### src/pkg/vad_pkg.sv
`default_nettype none
package vad_pkg;

  // ==========================================================
  // Instruction word layout
  localparam logic [6:0] VAD_MAJOR_OPCODE = 7'h57;
  localparam int VAD_OPSEL_HI = 31;
  localparam int VAD_OPSEL_LO = 26;
  localparam int VAD_MASK_BIT = 25;
  localparam int VAD_SRC2_HI = 24;
  localparam int VAD_SRC2_LO = 20;
  localparam int VAD_SRC1_HI = 19;
  localparam int VAD_SRC1_LO = 15;
  localparam int VAD_CAT_HI = 14;
  localparam int VAD_CAT_LO = 12;
  localparam int VAD_DEST_HI = 11;
  localparam int VAD_DEST_LO = 7;
  localparam int VAD_CFG_SEL_HI = 31;
  localparam int VAD_CFG_SEL_LO = 30;
  localparam int VAD_CFG_IMM_HI = 30;
  localparam int VAD_CFG_IMM_LO = 20;

  // ==========================================================
  // Element widths, rounding modes, canonical quiet NaNs
  localparam int VAD_ELEN = 64;
  localparam logic [2:0] VAD_FRM_MAX_VALID = 3'h4;
  localparam logic [63:0] VAD_NAN_H = 64'h0000_0000_0000_7e00;
  localparam logic [63:0] VAD_NAN_S = 64'h0000_0000_7fc0_0000;
  localparam logic [63:0] VAD_NAN_D = 64'h7ff8_0000_0000_0000;

  typedef enum logic [2:0] {
    VAD_INT_VEC_VEC_CATEGORY = 3'h0,
    VAD_FLOAT_VEC_VEC_CATEGORY = 3'h1,
    VAD_MASKMUL_VEC_VEC_CATEGORY = 3'h2,
    VAD_INT_VEC_IMM_CATEGORY = 3'h3,
    VAD_INT_VEC_SCALAR_CATEGORY = 3'h4,
    VAD_FLOAT_VEC_SCALAR_CATEGORY = 3'h5,
    VAD_MASKMUL_VEC_SCALAR_CATEGORY = 3'h6,
    VAD_VECTOR_CONFIG_CATEGORY = 3'h7
  } vad_cat_e;

  // Element width code: 8 << code bits
  typedef enum logic [1:0] {
    VAD_SEW_8 = 2'h0,
    VAD_SEW_16 = 2'h1,
    VAD_SEW_32 = 2'h2,
    VAD_SEW_64 = 2'h3
  } vad_sew_e;

  typedef enum logic [1:0] {
    VAD_SRC_NONE = 2'h0,
    VAD_SRC_IMM = 2'h1,
    VAD_SRC_XREG = 2'h2,
    VAD_SRC_FREG = 2'h3
  } vad_src_e;

  // ==========================================================
  // Register map (AHB-Lite, byte offsets)
  localparam int VAD_AW = 8;
  localparam logic [7:0] VAD_CTRL_OFS = 8'h00;
  localparam logic [7:0] VAD_STAT_OFS = 8'h04;
  localparam logic [7:0] VAD_LAST_OFS = 8'h08;
  localparam int VAD_CTRL_SEW_LO = 0;
  localparam int VAD_CTRL_FRM_LO = 2;
  localparam int VAD_CTRL_FINT_BIT = 5;
  localparam int VAD_CTRL_EN_BIT = 6;
  localparam logic [1:0] VAD_CTRL_SEW_RST = 2'h0;
  localparam logic [2:0] VAD_CTRL_FRM_RST = 3'h0;

  // ==========================================================
  // Decoded result handed to the execution lanes
  typedef struct packed {
    logic valid;
    logic illegal;
    logic [5:0] operation_select_field;
    logic mask_enable_bit;
    logic [4:0] second_vector_source;
    logic [4:0] first_vector_source;
    logic [4:0] vector_destination;
    vad_cat_e category;
    logic read_src2_vec;
    logic read_src1_vec;
    vad_src_e scalar_src;
    logic dest_we;
    logic op_signed;
    logic [2:0] round_mode;
    logic cfg_second_reg;
    logic [10:0] cfg_imm;
    logic [VAD_ELEN-1:0] scalar_operand;
  } vad_dec_s;

endpackage : vad_pkg
`default_nettype wire

### src/core/vad_scalar_fmt.sv
`default_nettype none
module vad_scalar_fmt #(
  parameter int INTEGER_REGISTER_WIDTH = 64,
  parameter int FLOAT_REGISTER_WIDTH = 64
) (
  // Selection
  input wire vad_pkg::vad_sew_e selected_element_width,
  input wire vad_pkg::vad_src_e src,
  input wire logic uimm,
  // Raw sources
  input wire logic [4:0] imm,
  input wire logic [INTEGER_REGISTER_WIDTH-1:0] xreg,
  input wire logic [FLOAT_REGISTER_WIDTH-1:0] freg,
  // Formatted element, zero above the element width
  output logic [vad_pkg::VAD_ELEN-1:0] operand
);
  import vad_pkg::*;

  logic [VAD_ELEN-1:0] x_ext;
  logic [VAD_ELEN-1:0] f_low;
  logic [VAD_ELEN-1:0] width_mask;
  logic [VAD_ELEN-1:0] nan_val;
  logic [7:0] sew_bits;
  logic box_ok;

  // ==========================================================
  // Per-bit widening of the register images
  for (genvar g = 0; g < VAD_ELEN; g++) begin : g_ext
    if (g < INTEGER_REGISTER_WIDTH) begin : g_xin
      assign x_ext[g] = xreg[g];
    end else begin : g_xsign
      assign x_ext[g] = xreg[INTEGER_REGISTER_WIDTH-1]; // [RULE9]
    end
    if (g < FLOAT_REGISTER_WIDTH) begin : g_fin
      assign f_low[g] = freg[g];
    end else begin : g_fzero
      assign f_low[g] = 1'b0;
    end
    assign width_mask[g] = (8'(g) < sew_bits);
  end

  assign sew_bits = 8'(8) << selected_element_width;

  // Boxing holds when every bit above the element is one
  always_comb begin
    box_ok = 1'b1;
    for (int i = 0; i < FLOAT_REGISTER_WIDTH; i++) begin
      if ((i >= int'(sew_bits)) && !freg[i]) begin
        box_ok = 1'b0; // [RULE10]
      end
    end
  end

  always_comb begin
    case (selected_element_width)
      VAD_SEW_16: nan_val = VAD_NAN_H;
      VAD_SEW_32: nan_val = VAD_NAN_S;
      VAD_SEW_64: nan_val = VAD_NAN_D;
      default: nan_val = '0;
    endcase
  end

  always_comb begin
    case (src)
      VAD_SRC_IMM: begin
        if (uimm) begin
          operand = {{(VAD_ELEN-5){1'b0}}, imm} & width_mask; // [RULE8]
        end else begin
          operand = {{(VAD_ELEN-5){imm[4]}}, imm} & width_mask; // [RULE7]
        end
      end
      VAD_SRC_XREG: operand = x_ext & width_mask; // [RULE9]
      VAD_SRC_FREG: operand = box_ok ? (f_low & width_mask) : nan_val; // [RULE10]
      default: operand = '0;
    endcase
  end

endmodule : vad_scalar_fmt
`default_nettype wire

### src/core/vad_decode.sv
// Summary of operation
// RULE1 - Major opcode 1010111 marks vector arithmetic
// RULE2 - Split word into select, mask, sources, destination
// RULE3 - Category field bits 14:12 picks operand form
// RULE4 - Configuration: integer source plus register or immediate
// RULE5 - Vector-vector reads both vector source groups
// RULE6 - Vector-scalar: vector from second source field
// RULE7 - Immediate sign-extended to element width
// RULE8 - Unsigned-immediate operations zero-extend instead
// RULE9 - Integer scalar truncated or sign-extended
// RULE10 - Float scalar boxing checked, else canonical NaN
// RULE11 - Unsupported float element width is reserved
// RULE12 - Float-in-integer mode uses integer scalar rules
// RULE13 - Mask enable bit 25 controls element masking
// RULE14 - Operation code picks signed or unsigned
// RULE15 - Float ops round by dynamic mode field
// RULE16 - Invalid rounding mode reserved for any float op
// RULE17 - Invalid rounding mode may always raise exception
// RULE18 - Reserved encodings flag illegal, block writes
//
// The implementer's own choices: the AHB-Lite slave port and the placing of the registers.
`default_nettype none
module vad_decode #(
  parameter int INTEGER_REGISTER_WIDTH = 64,
  parameter int FLOAT_REGISTER_WIDTH = 64,
  // Bit n set: element width code n is a supported float format
  parameter logic [3:0] FP_SEW_MASK = 4'he,
  // Bit n set: operation select n takes an unsigned immediate
  parameter logic [63:0] UIMM_OPS = 64'h0,
  // Bit n set: operation select n uses signed arithmetic
  parameter logic [63:0] SIGNED_OPS = 64'h0
) (
  // Clock and reset
  input wire logic clk,
  input wire logic resetn,
  // AHB-Lite slave
  input wire logic hsel,
  input wire logic [31:0] haddr,
  input wire logic [1:0] htrans,
  input wire logic hwrite,
  input wire logic [2:0] hsize,
  input wire logic [31:0] hwdata,
  input wire logic hready,
  output logic hreadyout,
  output logic hresp,
  output logic [31:0] hrdata,
  // Issue side
  input wire logic issue_valid,
  input wire logic [31:0] issue_instr,
  input wire logic [INTEGER_REGISTER_WIDTH-1:0] xreg_data,
  input wire logic [FLOAT_REGISTER_WIDTH-1:0] freg_data,
  // Execution side
  output vad_pkg::vad_dec_s dec_out
);
  import vad_pkg::*;

  // ==========================================================
  // Bus slave
  logic ap_write;
  logic [VAD_AW-1:0] ap_addr;
  logic bus_take;
  logic [1:0] ctrl_sew;
  logic [2:0] ctrl_frm;
  logic ctrl_fint;
  logic ctrl_en;
  logic [15:0] dec_count;
  logic [15:0] ill_count;
  logic [31:0] last_instr;
  logic ctrl_wr;
  logic [31:0] ctrl_word;
  logic [31:0] next_rdata;

  assign bus_take = hsel && hready && htrans[1];
  assign ctrl_wr = ap_write && (ap_addr == VAD_CTRL_OFS);

  always_ff @(posedge clk or negedge resetn) begin
    if (!resetn) begin
      ap_write <= 1'b0;
      ap_addr <= '0;
    end else if (hready) begin
      ap_write <= bus_take && hwrite;
      ap_addr <= haddr[VAD_AW-1:0];
    end
  end

  // Zero wait states: held not ready in reset, then always ready and OKAY from the first clock after
  always_ff @(posedge clk or negedge resetn) begin
    if (!resetn) begin
      hreadyout <= 1'b0;
      hresp <= 1'b0;
    end else begin
      hreadyout <= 1'b1;
      hresp <= 1'b0;
    end
  end

  always_ff @(posedge clk or negedge resetn) begin
    if (!resetn) begin
      ctrl_sew <= VAD_CTRL_SEW_RST;
      ctrl_frm <= VAD_CTRL_FRM_RST;
      ctrl_fint <= 1'b0;
      ctrl_en <= 1'b0;
    end else if (ctrl_wr) begin
      ctrl_sew <= hwdata[VAD_CTRL_SEW_LO+:2];
      ctrl_frm <= hwdata[VAD_CTRL_FRM_LO+:3];
      ctrl_fint <= hwdata[VAD_CTRL_FINT_BIT];
      ctrl_en <= hwdata[VAD_CTRL_EN_BIT];
    end
  end

  // A read in the data phase of a control write sees the new value
  always_comb begin
    ctrl_word = '0;
    if (ctrl_wr) begin
      ctrl_word[VAD_CTRL_EN_BIT:0] = hwdata[VAD_CTRL_EN_BIT:0];
    end else begin
      ctrl_word[VAD_CTRL_SEW_LO+:2] = ctrl_sew;
      ctrl_word[VAD_CTRL_FRM_LO+:3] = ctrl_frm;
      ctrl_word[VAD_CTRL_FINT_BIT] = ctrl_fint;
      ctrl_word[VAD_CTRL_EN_BIT] = ctrl_en;
    end
  end

  always_comb begin
    case (haddr[VAD_AW-1:0])
      VAD_CTRL_OFS: next_rdata = ctrl_word;
      VAD_STAT_OFS: next_rdata = {ill_count, dec_count};
      VAD_LAST_OFS: next_rdata = last_instr;
      default: next_rdata = '0;
    endcase
  end

  always_ff @(posedge clk or negedge resetn) begin
    if (!resetn) begin
      hrdata <= '0;
    end else if (bus_take && !hwrite) begin
      hrdata <= next_rdata;
    end
  end

  // ==========================================================
  // Field extraction
  logic is_vec;
  logic [5:0] op_sel;
  vad_cat_e cat;
  vad_sew_e selected_element_width;
  logic [7:0] sew_bits;
  logic is_float;
  logic fp_width_ok;
  logic frm_ok;
  logic reserved;
  vad_src_e scal_src;
  logic read_src1_vec;
  logic [VAD_ELEN-1:0] scalar_val;

  assign is_vec = issue_valid && (issue_instr[6:0] == VAD_MAJOR_OPCODE); // [RULE1]
  assign op_sel = issue_instr[VAD_OPSEL_HI:VAD_OPSEL_LO]; // [RULE2]
  assign cat = vad_cat_e'(issue_instr[VAD_CAT_HI:VAD_CAT_LO]); // [RULE3]
  assign selected_element_width = vad_sew_e'(ctrl_sew);
  assign sew_bits = 8'(8) << ctrl_sew;
  assign is_float = (cat == VAD_FLOAT_VEC_VEC_CATEGORY) ||
                    (cat == VAD_FLOAT_VEC_SCALAR_CATEGORY);

  // Float register too narrow only matters when floats live in f registers
  assign fp_width_ok = FP_SEW_MASK[ctrl_sew] &&
                       (ctrl_fint || (32'(FLOAT_REGISTER_WIDTH) >= 32'(sew_bits))); // [RULE11]
  // Checked for every float op regardless of length or start index
  assign frm_ok = (ctrl_frm <= VAD_FRM_MAX_VALID); // [RULE16] [RULE17]
  assign reserved = !ctrl_en || (is_float && (!fp_width_ok || !frm_ok)); // [RULE11]

  // ==========================================================
  // Operand source selection
  always_comb begin
    case (cat)
      VAD_INT_VEC_IMM_CATEGORY: scal_src = VAD_SRC_IMM; // [RULE6]
      VAD_INT_VEC_SCALAR_CATEGORY,
      VAD_MASKMUL_VEC_SCALAR_CATEGORY: scal_src = VAD_SRC_XREG; // [RULE6]
      VAD_FLOAT_VEC_SCALAR_CATEGORY: begin
        scal_src = ctrl_fint ? VAD_SRC_XREG : VAD_SRC_FREG; // [RULE12]
      end
      VAD_VECTOR_CONFIG_CATEGORY: scal_src = VAD_SRC_XREG; // [RULE4]
      default: scal_src = VAD_SRC_NONE;
    endcase
  end

  assign read_src1_vec = (cat == VAD_INT_VEC_VEC_CATEGORY) ||
                         (cat == VAD_FLOAT_VEC_VEC_CATEGORY) ||
                         (cat == VAD_MASKMUL_VEC_VEC_CATEGORY); // [RULE5]

  vad_scalar_fmt #(
    .INTEGER_REGISTER_WIDTH(INTEGER_REGISTER_WIDTH),
    .FLOAT_REGISTER_WIDTH(FLOAT_REGISTER_WIDTH)
  ) u_fmt (
    .selected_element_width(selected_element_width),
    .src(scal_src),
    .uimm(UIMM_OPS[op_sel]),
    .imm(issue_instr[VAD_SRC1_HI:VAD_SRC1_LO]),
    .xreg(xreg_data),
    .freg(freg_data),
    .operand(scalar_val)
  );

  // ==========================================================
  // Decoded output register, one cycle after issue
  always_ff @(posedge clk or negedge resetn) begin
    if (!resetn) begin
      dec_out <= '0;
    end else begin
      dec_out.valid <= is_vec;
      dec_out.illegal <= is_vec && reserved; // [RULE18]
      dec_out.dest_we <= is_vec && !reserved; // [RULE18]
      dec_out.operation_select_field <= op_sel; // [RULE2]
      dec_out.mask_enable_bit <= issue_instr[VAD_MASK_BIT]; // [RULE13]
      dec_out.second_vector_source <= issue_instr[VAD_SRC2_HI:VAD_SRC2_LO]; // [RULE2]
      dec_out.first_vector_source <= issue_instr[VAD_SRC1_HI:VAD_SRC1_LO]; // [RULE2]
      dec_out.vector_destination <= issue_instr[VAD_DEST_HI:VAD_DEST_LO]; // [RULE2]
      dec_out.category <= cat; // [RULE3]
      dec_out.read_src2_vec <= (cat != VAD_VECTOR_CONFIG_CATEGORY); // [RULE5] [RULE6]
      dec_out.read_src1_vec <= read_src1_vec; // [RULE5]
      dec_out.scalar_src <= scal_src;
      dec_out.op_signed <= !is_float && SIGNED_OPS[op_sel]; // [RULE14]
      dec_out.round_mode <= ctrl_frm; // [RULE15]
      dec_out.cfg_second_reg <= (cat == VAD_VECTOR_CONFIG_CATEGORY) &&
        (issue_instr[VAD_CFG_SEL_HI:VAD_CFG_SEL_LO] == 2'h2); // [RULE4]
      dec_out.cfg_imm <= issue_instr[VAD_CFG_IMM_HI:VAD_CFG_IMM_LO]; // [RULE4]
      dec_out.scalar_operand <= scalar_val;
    end
  end

  // ==========================================================
  // Statistics; counters wrap
  always_ff @(posedge clk or negedge resetn) begin
    if (!resetn) begin
      dec_count <= '0;
      ill_count <= '0;
      last_instr <= '0;
    end else if (is_vec) begin
      dec_count <= dec_count + 16'h1;
      last_instr <= issue_instr;
      if (reserved) begin
        ill_count <= ill_count + 16'h1;
      end
    end
  end

endmodule : vad_decode
`default_nettype wire

### config.mk
export PLATFORM = sky130hd
export DESIGN_NAME = vad_decode
export DESIGN_NICKNAME = d
export VERILOG_FILES = /design/src/pkg/vad_pkg.sv /design/src/core/vad_scalar_fmt.sv /design/src/core/vad_decode.sv
export SDC_FILE = /design/constraint.sdc
export NUM_CORES = 1
export LEC_CHECK = 0
export ABC_AREA = 1
export BUFFER_PORTS_ARGS = -buffer_cell sky130_fd_sc_hd__buf_2
export CAP_MARGIN = 20
export CELL_PAD_IN_SITES_DETAIL_PLACEMENT = 0
export CELL_PAD_IN_SITES_GLOBAL_PLACEMENT = 1
export CORE_MARGIN = 2
export CORE_UTILIZATION = 35
export CTS_CLUSTER_DIAMETER = 40
export CTS_CLUSTER_SIZE = 14
export DETAILED_ROUTE_END_ITERATION = 16
export PLACE_DENSITY = 0.84
export SLEW_MARGIN = 15
export SYNTH_ARGS = -nofsm -noshare
export SYNTH_HDL_FRONTEND = slang
export SYNTH_HIERARCHICAL = 1
export SYNTH_SLANG_ARGS = --single-unit
### constraint.sdc
create_clock -name clk -period 2 [get_ports clk]
set_clock_uncertainty 0.05 [all_clocks]
set_input_delay 0 -clock clk [delete_from_list [all_inputs] [get_ports clk]]
set_output_delay 0 -clock clk [all_outputs]
set_load 0.005 [all_outputs]
After elaboration in Yosys (flattened, before gate mapping)

Memories as Yosys holds them, arrays and structs flattened.
Index checks and enable logic that the tools add are counted.

Memories kept: 1
Register bits: 225
Output and inout bits: 146
Bits in read-only memories: 64

Add/subtract/negate cells: 2
Order comparisons: 132
Muxes and demuxes: 75
Reduce and logical (&&, ||, !) cells: 157
Bitwise gates (word level): 4
Shift-type cells: 1
Equal/unequal tests: 18

Memories:

| memory           | words | width | rd ports | clocked after Yosys merged registers in | write ports | line              | source |
|---|---|---|---|---|---|---|---|
| (name not given) | 64    | 1     | 1        | 0                                       | 0           | vad_decode.sv:221 | `dec_out.op_signed <= !is_float && SIGNED_OPS[op_sel];` |

Operators by type and width:

| kind                                                                               | count |
|---|---|
| 6-bit by 8-bit greater-or-equal comparator with 1-bit output, first input constant | 32 |
| 6-bit by 8-bit less-than comparator with 1-bit output, first input constant        | 32 |
| 64-bit AND                                                                         | 3 |
| 64-bit case mux with 3 select lines                                                | 1 |
| 63-bit case mux with 3 select lines                                                | 1 |
| 5-bit by 8-bit greater-or-equal comparator with 1-bit output, first input constant | 16 |
| 5-bit by 8-bit less-than comparator with 1-bit output, first input constant        | 16 |
| 64-bit 2-to-1 mux                                                                  | 2 |
| 32-bit case mux with 3 select lines                                                | 1 |
| 1-bit logical AND                                                                  | 76 |
| 1-bit zero test                                                                    | 70 |
| 1-bit 2-to-1 mux                                                                   | 67 |
| 5-bit by 64-bit AND with 64-bit output                                             | 1 |
| 4-bit by 8-bit greater-or-equal comparator with 1-bit output, first input constant | 8 |
| 4-bit by 8-bit less-than comparator with 1-bit output, first input constant        | 8 |
| 16-bit by 1-bit adder with 16-bit output, second input constant                    | 2 |
| 3-bit by 8-bit greater-or-equal comparator with 1-bit output, first input constant | 4 |
| 3-bit by 8-bit less-than comparator with 1-bit output, first input constant        | 4 |
| 1-bit by 8-bit greater-or-equal comparator with 1-bit output, first input constant | 2 |
| 2-bit by 8-bit greater-or-equal comparator with 1-bit output, first input constant | 2 |
| 8-bit zero test                                                                    | 2 |
| 1-bit by 8-bit less-than comparator with 1-bit output, first input constant        | 2 |
| 2-bit by 8-bit less-than comparator with 1-bit output, first input constant        | 2 |
| 3-bit == test, second input constant                                               | 4 |
| 20 further kinds                                                                   | 31 |

Longest topological paths before layout

Gate-level depths: netlist of run 1.

Depth in word-level cells: 69
Mapped depth: 12

By module

Netlist of run 1, hierarchy kept.

Modules (own cells, without submodules):

| module         | cells an instance | instances | area each (um^2) | seq. area each (um^2) |
|---|---|---|---|---|
| vad_decode     | 812               | 1         | 8240.4           | 5330.1 |
| vad_scalar_fmt | 348               | 1         | 1680.4           | 0.0 |

Least setup slack after synthesis of run 1

Ideal clock, no wire load.

Kind: register -> register
Start point: register ctrl_fint
End point: register dec_out[15] in the netlist's numbering
Setup slack: 363 ps
Arrival: 1507 ps
Path buffers: 1
Data required time: 1870 ps
Clock period less this slack: 1637 ps
Stages on the path, launching flop included: 12
Cells stage by stage: dfrtp_1 -> inv_1 -> nand2_1 -> a21oi_1 -> inv_2 -> nor2_4 -> nand2_1 -> or2_1 -> clkinv_2 -> buf_6 -> a21oi_1 -> o22ai_2

Longest elaborated chain between the ends: 4
Elaborated cells between the ends (all ways): 6
Classes of those cells: eq/ne: 3; mux: 3

RTL lines:

| what                                                                             | line                 | source |
|---|---|---|
| start: declaration                                                               | vad_decode.sv:64     | `logic ctrl_fint;` |
| start signal: assignment                                                         | vad_decode.sv:106    | `ctrl_fint <= hwdata[VAD_CTRL_FINT_BIT];` |
| 1-bit 2-to-1 mux *                                                               | vad_decode.sv:179    | `scal_src = ctrl_fint ? VAD_SRC_XREG : VAD_SRC_FREG;` |
| 2-bit case mux with 3 select lines *                                             | vad_decode.sv:174    | `case (cat)` |
| named net scal_src[0]                                                            | vad_decode.sv:152    | `vad_src_e scal_src;` |
| 2-bit == test / 2-bit by 1-bit == test with 1-bit output (equally long branches) | vad_scalar_fmt.sv:64 | `case (src)` |
| 64-bit case mux with 3 select lines *                                            | vad_scalar_fmt.sv:64 |  |
| named net scalar_val[15]                                                         | vad_decode.sv:154    | `logic [VAD_ELEN-1:0] scalar_val;` |
| end: declaration                                                                 | vad_decode.sv:53     | `output vad_pkg::vad_dec_s dec_out` |

The timed path passes the listed nets; every way through them passes the cells marked *.
A chain may end at the register's enable or synchronous reset.

Worst setup path after layout of run 1

Start point: input port issue_instr[5]
End point: register last_instr[10]

Longest elaborated chain between the ends: 2

RTL lines:

| what                   | line              | source |
|---|---|---|
| start: declaration     | vad_decode.sv:49  | `input wire logic [31:0] issue_instr,` |
| 7-bit == test          | vad_decode.sv:156 | `assign is_vec = issue_valid && (issue_instr[6:0] == VAD_MAJOR_OPCODE);` |
| 1-bit logical AND      | vad_decode.sv:156 |  |
| end signal: assignment | vad_decode.sv:239 | `last_instr <= issue_instr;` |
| end: declaration       | vad_decode.sv:68  | `logic [31:0] last_instr;` |

No other way between the ends.

==> results.cfg, run 1 <==
[route]
drt_iter0_markers = 820
drc = 0
routed_via_density = 4.73
drt_first_pass_iters = 5
num_vias = 9802
routed_wl_um = 33500
final_antenna_net_count = 0
routedWlPerCell_um = 16.1

[critical_path]
crit_buf_inv = 5
crit_chain = dlygate4sd3_1 -> buf_2 -> nor3_4 -> nand2_4 -> dlygate4sd3_1 -> clkinv_2 -> buf_4 -> o21ai_0
worst_ep_required_time_ns = 2.32
arrival_ns = 2.16
critPathKind = in -> reg
start_kind = input port
cpPeakStageDelay_ns = 0.59
r2r_setup_slack_ns = 0.16
crit_slowest_cell = dlygate4sd3_1
path_max_fanout = 22
crit_path_end_kind = flop
path_common_cell = dlygate4sd3_1
crit_family = buffers and inverters
rr_worst_depth = 11
path_depth = 8

[global_route]
grt_usage = 0.217
grt_pass1_vias = 9712
grt_overflow_total = 0
grt_max_degree = 74
grt_pass1_wl_um = 50500
antenna_found_initial = 0

[synth]
yosysSeqAreaShare = 0.537
syn-cell-area_um2 = 9920
async_flop_share = 1.00
synth_top_area_cell = dfrtp_1
ys_ff_latch = 213
synth_edf_count = 0
synth_top_area_frac = 0.537
yosys_most_used_dff = dfrtp_1
synth_cells = 1160
synth_area_leaders = dfrtp_1, nand2_1, nand3_1
syn_avg_cell_area_um2 = 8.55
yosys_warnings = 6
ys_types = 38

[timing]
worstMarginPinSlew_ns = 0.782
drv_slew = 0
whs_ns = 0.0188
setup_ws_ns = 0.159
hold_viol = 0
finalSetupViolations = 0
rsz0062_at_grt = false
slew_headroom = 0.478
period_share = 0.921
max_freq_mhz = 543
period_minus_slack_ns = 1.84

[placement]
place_congestion = 0.851
io_buffers = 325
dpl-instance-area_um2 = 12000
pre_cts_ws_ns = -0.0437
dpl.hpwl_um = 21900

[floorplanning]
ios = 381
core_area_um2 = 27900
start_util = 0.356
fp.dieW_um = 172
die-area_um2 = 29700
die_y_um = 172
rows = 61

[outcome]
status = finished clean

[power]
powerDensity_nw_per_um2 = 786
power_leakage_nw = 7.86
ir_worst_vdd_mv = 0.476

[final_layout]
nNetsFinal = 1908
final_cell_area_um2 = 14900
syn2layout_area_growth_pct = 50.6
drive_gt1_frac = 0.279
antenna_cells = 0

[clock_tree]
clk_pin_slew_ns = 0.06
post_cts_buffers = 0
cts_buffer_depth = 3
cts_root_buf = clkbuf_16
cts.sinks = 213
cts-buffers-inserted = 34
cts_tree = done
clk-insertion-delay-late_ns = 0.50
cts.htree.levels = 2

[hold_path]
hold_path_class = in -> async

[job]
cap_violations = 0
## layer usage
layer  vias up  GRT usage  share of wire
met4         0     0.0800          0.029
met3        89     0.0494          0.073
met2       440      0.365           0.48
met5         -          0              0
met1      4548      0.272           0.42
li1       4725          -              -
## cells in the mapped netlist, types with 9 or more instances
cell and instances:
dfrtp_1 213, o22ai_1 19, buf_4 19, buf_2 22
nor2_1 50, inv_2 14, a21oi_1 21, o21ai_1 28
o21bai_1 11, clkbuf_1 12, o22ai_2 9, inv_1 84
nand3_1 134, o21ai_0 30, xor2_1 21, buf_6 10
nand2_1 388
## metrics by stage
stage                      util  instances  power (mW)  setup TNS, ns
final                     0.536       2074        11.8              0
after global routing      0.536       2074        12.2              0
after CTS                 0.536       2074        11.8              0
after detailed placement  0.429       1830        5.63          -1.19
after global placement    0.429       1830        5.62          -3.32
after floorplan               -       1162        5.11              0
## state kept, by name, indices dropped and copies added (netlist names)
signal and cells:
ap_addr 8, ap_write 1, ctrl_en 1, ctrl_fint 1
ctrl_frm 3, ctrl_sew 2, dec_count 16, dec_out 100
hrdata 32, hreadyout 1, ill_count 16, last_instr 32
## area by class of cell
cell class,instances,area (um^2)
inverters,100,379
clock buffers,41,927
repair buffers,536,3790
flip-flops and latches,213,5330
well taps,378,473
fillers,2429,12900
multi-input cells,786,3830
clock inverters,20,218
## worst paths after layout
| path | start | to |
|---|---|---|
| min reg2reg | ctrl_frm[1] | dec_out[77] |
| max in group asynchronous | resetn | dec_out[111] |
| min | resetn | hrdata[9] |
| min in group clk | issue_instr[3] | dec_out[80] |
| max reg2reg | ctrl_fint | dec_out[46] |
| max | issue_instr[5] | last_instr[10] |
## power breakdown
part | internal, mW | switching, mW | total (mW)
Sequential | 4.51 | 0.0996 | 4.61
Combinational | 0.612 | 0.645 | 1.26
Clock | 3.64 | 2.24 | 5.88
Total | 8.77 | 2.98 | 11.8
## cells in the final DEF, fill, tap and decap left out, drive strengths merged
master | synthesis | routed
o22ai | 28 | 28
or2 | 6 | 6
xor2 | 21 | 21
bufinv | 0 | 2
clkinv | 2 | 13
o21bai | 12 | 12
dlygate4sd3 | 0 | 183
nand2 | 400 | 400
nor3 | 12 | 12
buf | 51 | 353
inv | 98 | 105
a31oi | 6 | 6
nand3b | 1 | 1
clkbuf | 12 | 41
nor2 | 62 | 62
and2 | 7 | 7
a21oi | 22 | 22
dfrtp | 213 | 213
o21ai | 58 | 58
nand3 | 134 | 134
ha | 2 | 2
a22o | 4 | 4
xnor2 | 1 | 1
conb | 2 | 4
nand4 | 6 | 6
## worst register-to-register path, delay by kind of cell, from the launching register on
| kind | cells | cell delay, ns |
|---|---|---|
| AND/OR/NAND/NOR | 6 | 0.67 |
| buffers and inverters | 4 | 0.46 |
| flip-flops | 1 | 0.37 |
| AO/OA/AOI/OAI | 1 | 0.21 |
## logic make-up after synthesis
| group | Yosys count | synth area share |
|---|---|---|
| flip-flops | 213 | 0.537 |
| XOR/XNOR | 22 | 0.0194 |
| AO/OA/AOI/OAI | 130 | 0.0816 |
| buffers and inverters | 163 | 0.0795 |
| other | 2 | 0.000757 |
| adder cells (fa/ha/maj) | 2 | 0.00252 |
| AND/OR/NAND/NOR | 628 | 0.279 |
## timing repair
item / CTS / global route
resized for setup: 1 / 2
cloned: 0 / 0
hold endpoints to repair: 358 / 0
pin swaps: 0 / 0
setup endpoints to repair: 40 / 46
hold buffers: 183 / 0
(Power assumes the default switching activity.)
==> inputs of run 2 (changes only) <==
Settings changed: HOLD_SLACK_MARGIN set to 0.08.
==> run 2 against run 1 <==
Setup slack lost 0.030 ns. Routed wire length is essentially flat. Global-route usage is essentially flat. Design area grew 0.29%. Largest cell class unchanged.
==> results.cfg, run 2 (synthesis results as in run 1) <==
[outcome]
status = finished clean

[global_route]
antenna_found_initial = 0
grt_usage = 0.217
grt_overflow_total = 0
grt_max_degree = 74
grt_pass1_vias = 9762
grt_pass1_wl_um = 50700

[power]
ir_worst_vdd_mv = 0.482
sw_frac_of_total = 0.254
power_leakage_nw = 7.89
clockPowerShare = 0.501
p_int_mw = 8.77
p_comb_frac = 0.107
powerDensity_nw_per_um2 = 785
pwr-share-seq = 0.392
netSwitchingPower_mw = 2.99

[clock_tree]
clk-insertion-delay-late_ns = 0.51
cts-buffers-inserted = 34
clk_pin_slew_ns = 0.06
cts_tree = done
cts_root_buf = clkbuf_16
cts.sinks = 213
cts_buffer_depth = 3
cts.htree.levels = 2
post_cts_buffers = 0

[final_layout]
layout_common_cells = nand2_1, buf_2, dfrtp_1, dlygate4sd3_1, nand3_1
final_common_cell = nand2_1
nNetsFinal = 1912
final_util = 0.538
largest_reg_flops = 100
regMostFlops = dec_out
syn2layout_area_growth_pct = 51.1
nFillCells = 2431
top_regs = dec_out: 100 flops, hrdata: 32 flops, last_instr: 32 flops
drive_gt1_frac = 0.279
antenna_cells = 0

[timing]
worstMarginPinSlew_ns = 0.796
max_freq_mhz = 535
finalSetupViolations = 0
hold_viol = 0
fin_setup_tns_ns = 0
period_minus_slack_ns = 1.87
period_share = 0.935
setup_ws_ns = 0.129
slew_headroom = 0.468
drv_slew = 0
rsz0062_at_grt = false

[critical_path]
r2r-start = ctrl_fint
arrival_ns = 2.21
worst_ep_required_time_ns = 2.34
worstReg2RegEnd = dec_out[46]
rr_worst_depth = 11
cp-endpoint = dec_count[9]
crit_start = issue_instr[5]
critPathKind = in -> reg
start_kind = input port
path_max_fanout = 17
crit_path_end_kind = flop
r2r_setup_slack_ns = 0.17

[route]
routed_wl_um = 33500
drt_first_pass_iters = 5
routedWlPerCell_um = 16.1
routed_via_density = 4.74
drc = 0
drt_iter0_markers = 763
final_antenna_net_count = 0
num_vias = 9855

[job]
cap_violations = 0

[floorplanning]
die_y_um = 172
die-area_um2 = 29700
core_area_um2 = 27900
ios = 381
start_util = 0.356
fp.dieW_um = 172
rows = 61

[placement]
dpl.hpwl_um = 21900
place_congestion = 0.851
pre_cts_ws_ns = -0.0437
io_buffers = 325

[hold_path]
hold_path_class = in -> reg
==> run 2: power by group through the flow <==
stage	registers [mW]	clock network, mW	logic [mW]
after global placement	4.68	0	0.939
after CTS	4.61	5.99	1.25
after floorplan	4.67	0	0.434
final	4.61	5.89	1.26
after global routing	4.64	6.19	1.40
after detailed placement	4.68	0	0.949
==> run 2: layer usage <==
metal | GRT usage | wire [um]
met4 | 0.0811 | 1050
met1 | 0.272 | 14000
met3 | 0.0499 | 2470
met5 | 0 | 0
met2 | 0.365 | 15900
==> run 2: repair_timing <==
action / CTS / global route
gates resized for setup: 1 / 3
endpoints found under the hold margin: 391 / 0
endpoints found under the setup margin: 40 / 41
hold buffers: 187 / 0
==> run 2: worst min path at each step <==
stage	from	to	slack, ns	depth (start not counted)
after floorplan	resetn	ap_addr[0]	-0.35	0
after global placement	resetn	hrdata[3]	-0.02	1
after detailed placement	resetn	hrdata[2]	-0.02	1
after CTS	issue_instr[29]	dec_out[73]	0.08	2
after global routing	issue_instr[26]	dec_out[70]	0.10	2
final	issue_instr[8]	dec_out[89]	0.11	2
==> run 2: area by class of cell <==
cell class / instances / area, um^2 / share of cell area
inverters: 100 / 379 / 0.0253
clock buffers: 41 / 927 / 0.0619
well taps: 378 / 473 / 0.0316
flip-flops and latches: 213 / 5330 / 0.356
repair buffers: 540 / 3830 / 0.256
clock inverters: 20 / 218 / 0.0145
multi-input cells: 786 / 3830 / 0.255
==> run 2: critical path: stages <==
cell	delay, ns
dlygate4sd3_1	0.53
buf_2	0.13
nor3_4	0.15
dlygate4sd3_1	0.62
nand2_4	0.07
buf_4	0.21
nor2_1	0.17
nand2_1	0.13
o21ai_1	0.14
nand2_1	0.06
==> run 2: stage by stage <==
step | hold WS (ns) | total power [mW] | cells | cell area (um^2)
after floorplan | -0.346 | 5.11 | 1162 | 9930
after global placement | -0.0204 | 5.62 | 1830 | 12000
after detailed placement | -0.0201 | 5.63 | 1830 | 12000
after CTS | 0.0843 | 11.8 | 2078 | 15000
after global routing | 0.103 | 12.2 | 2078 | 15000
final | 0.107 | 11.8 | 2078 | 15000
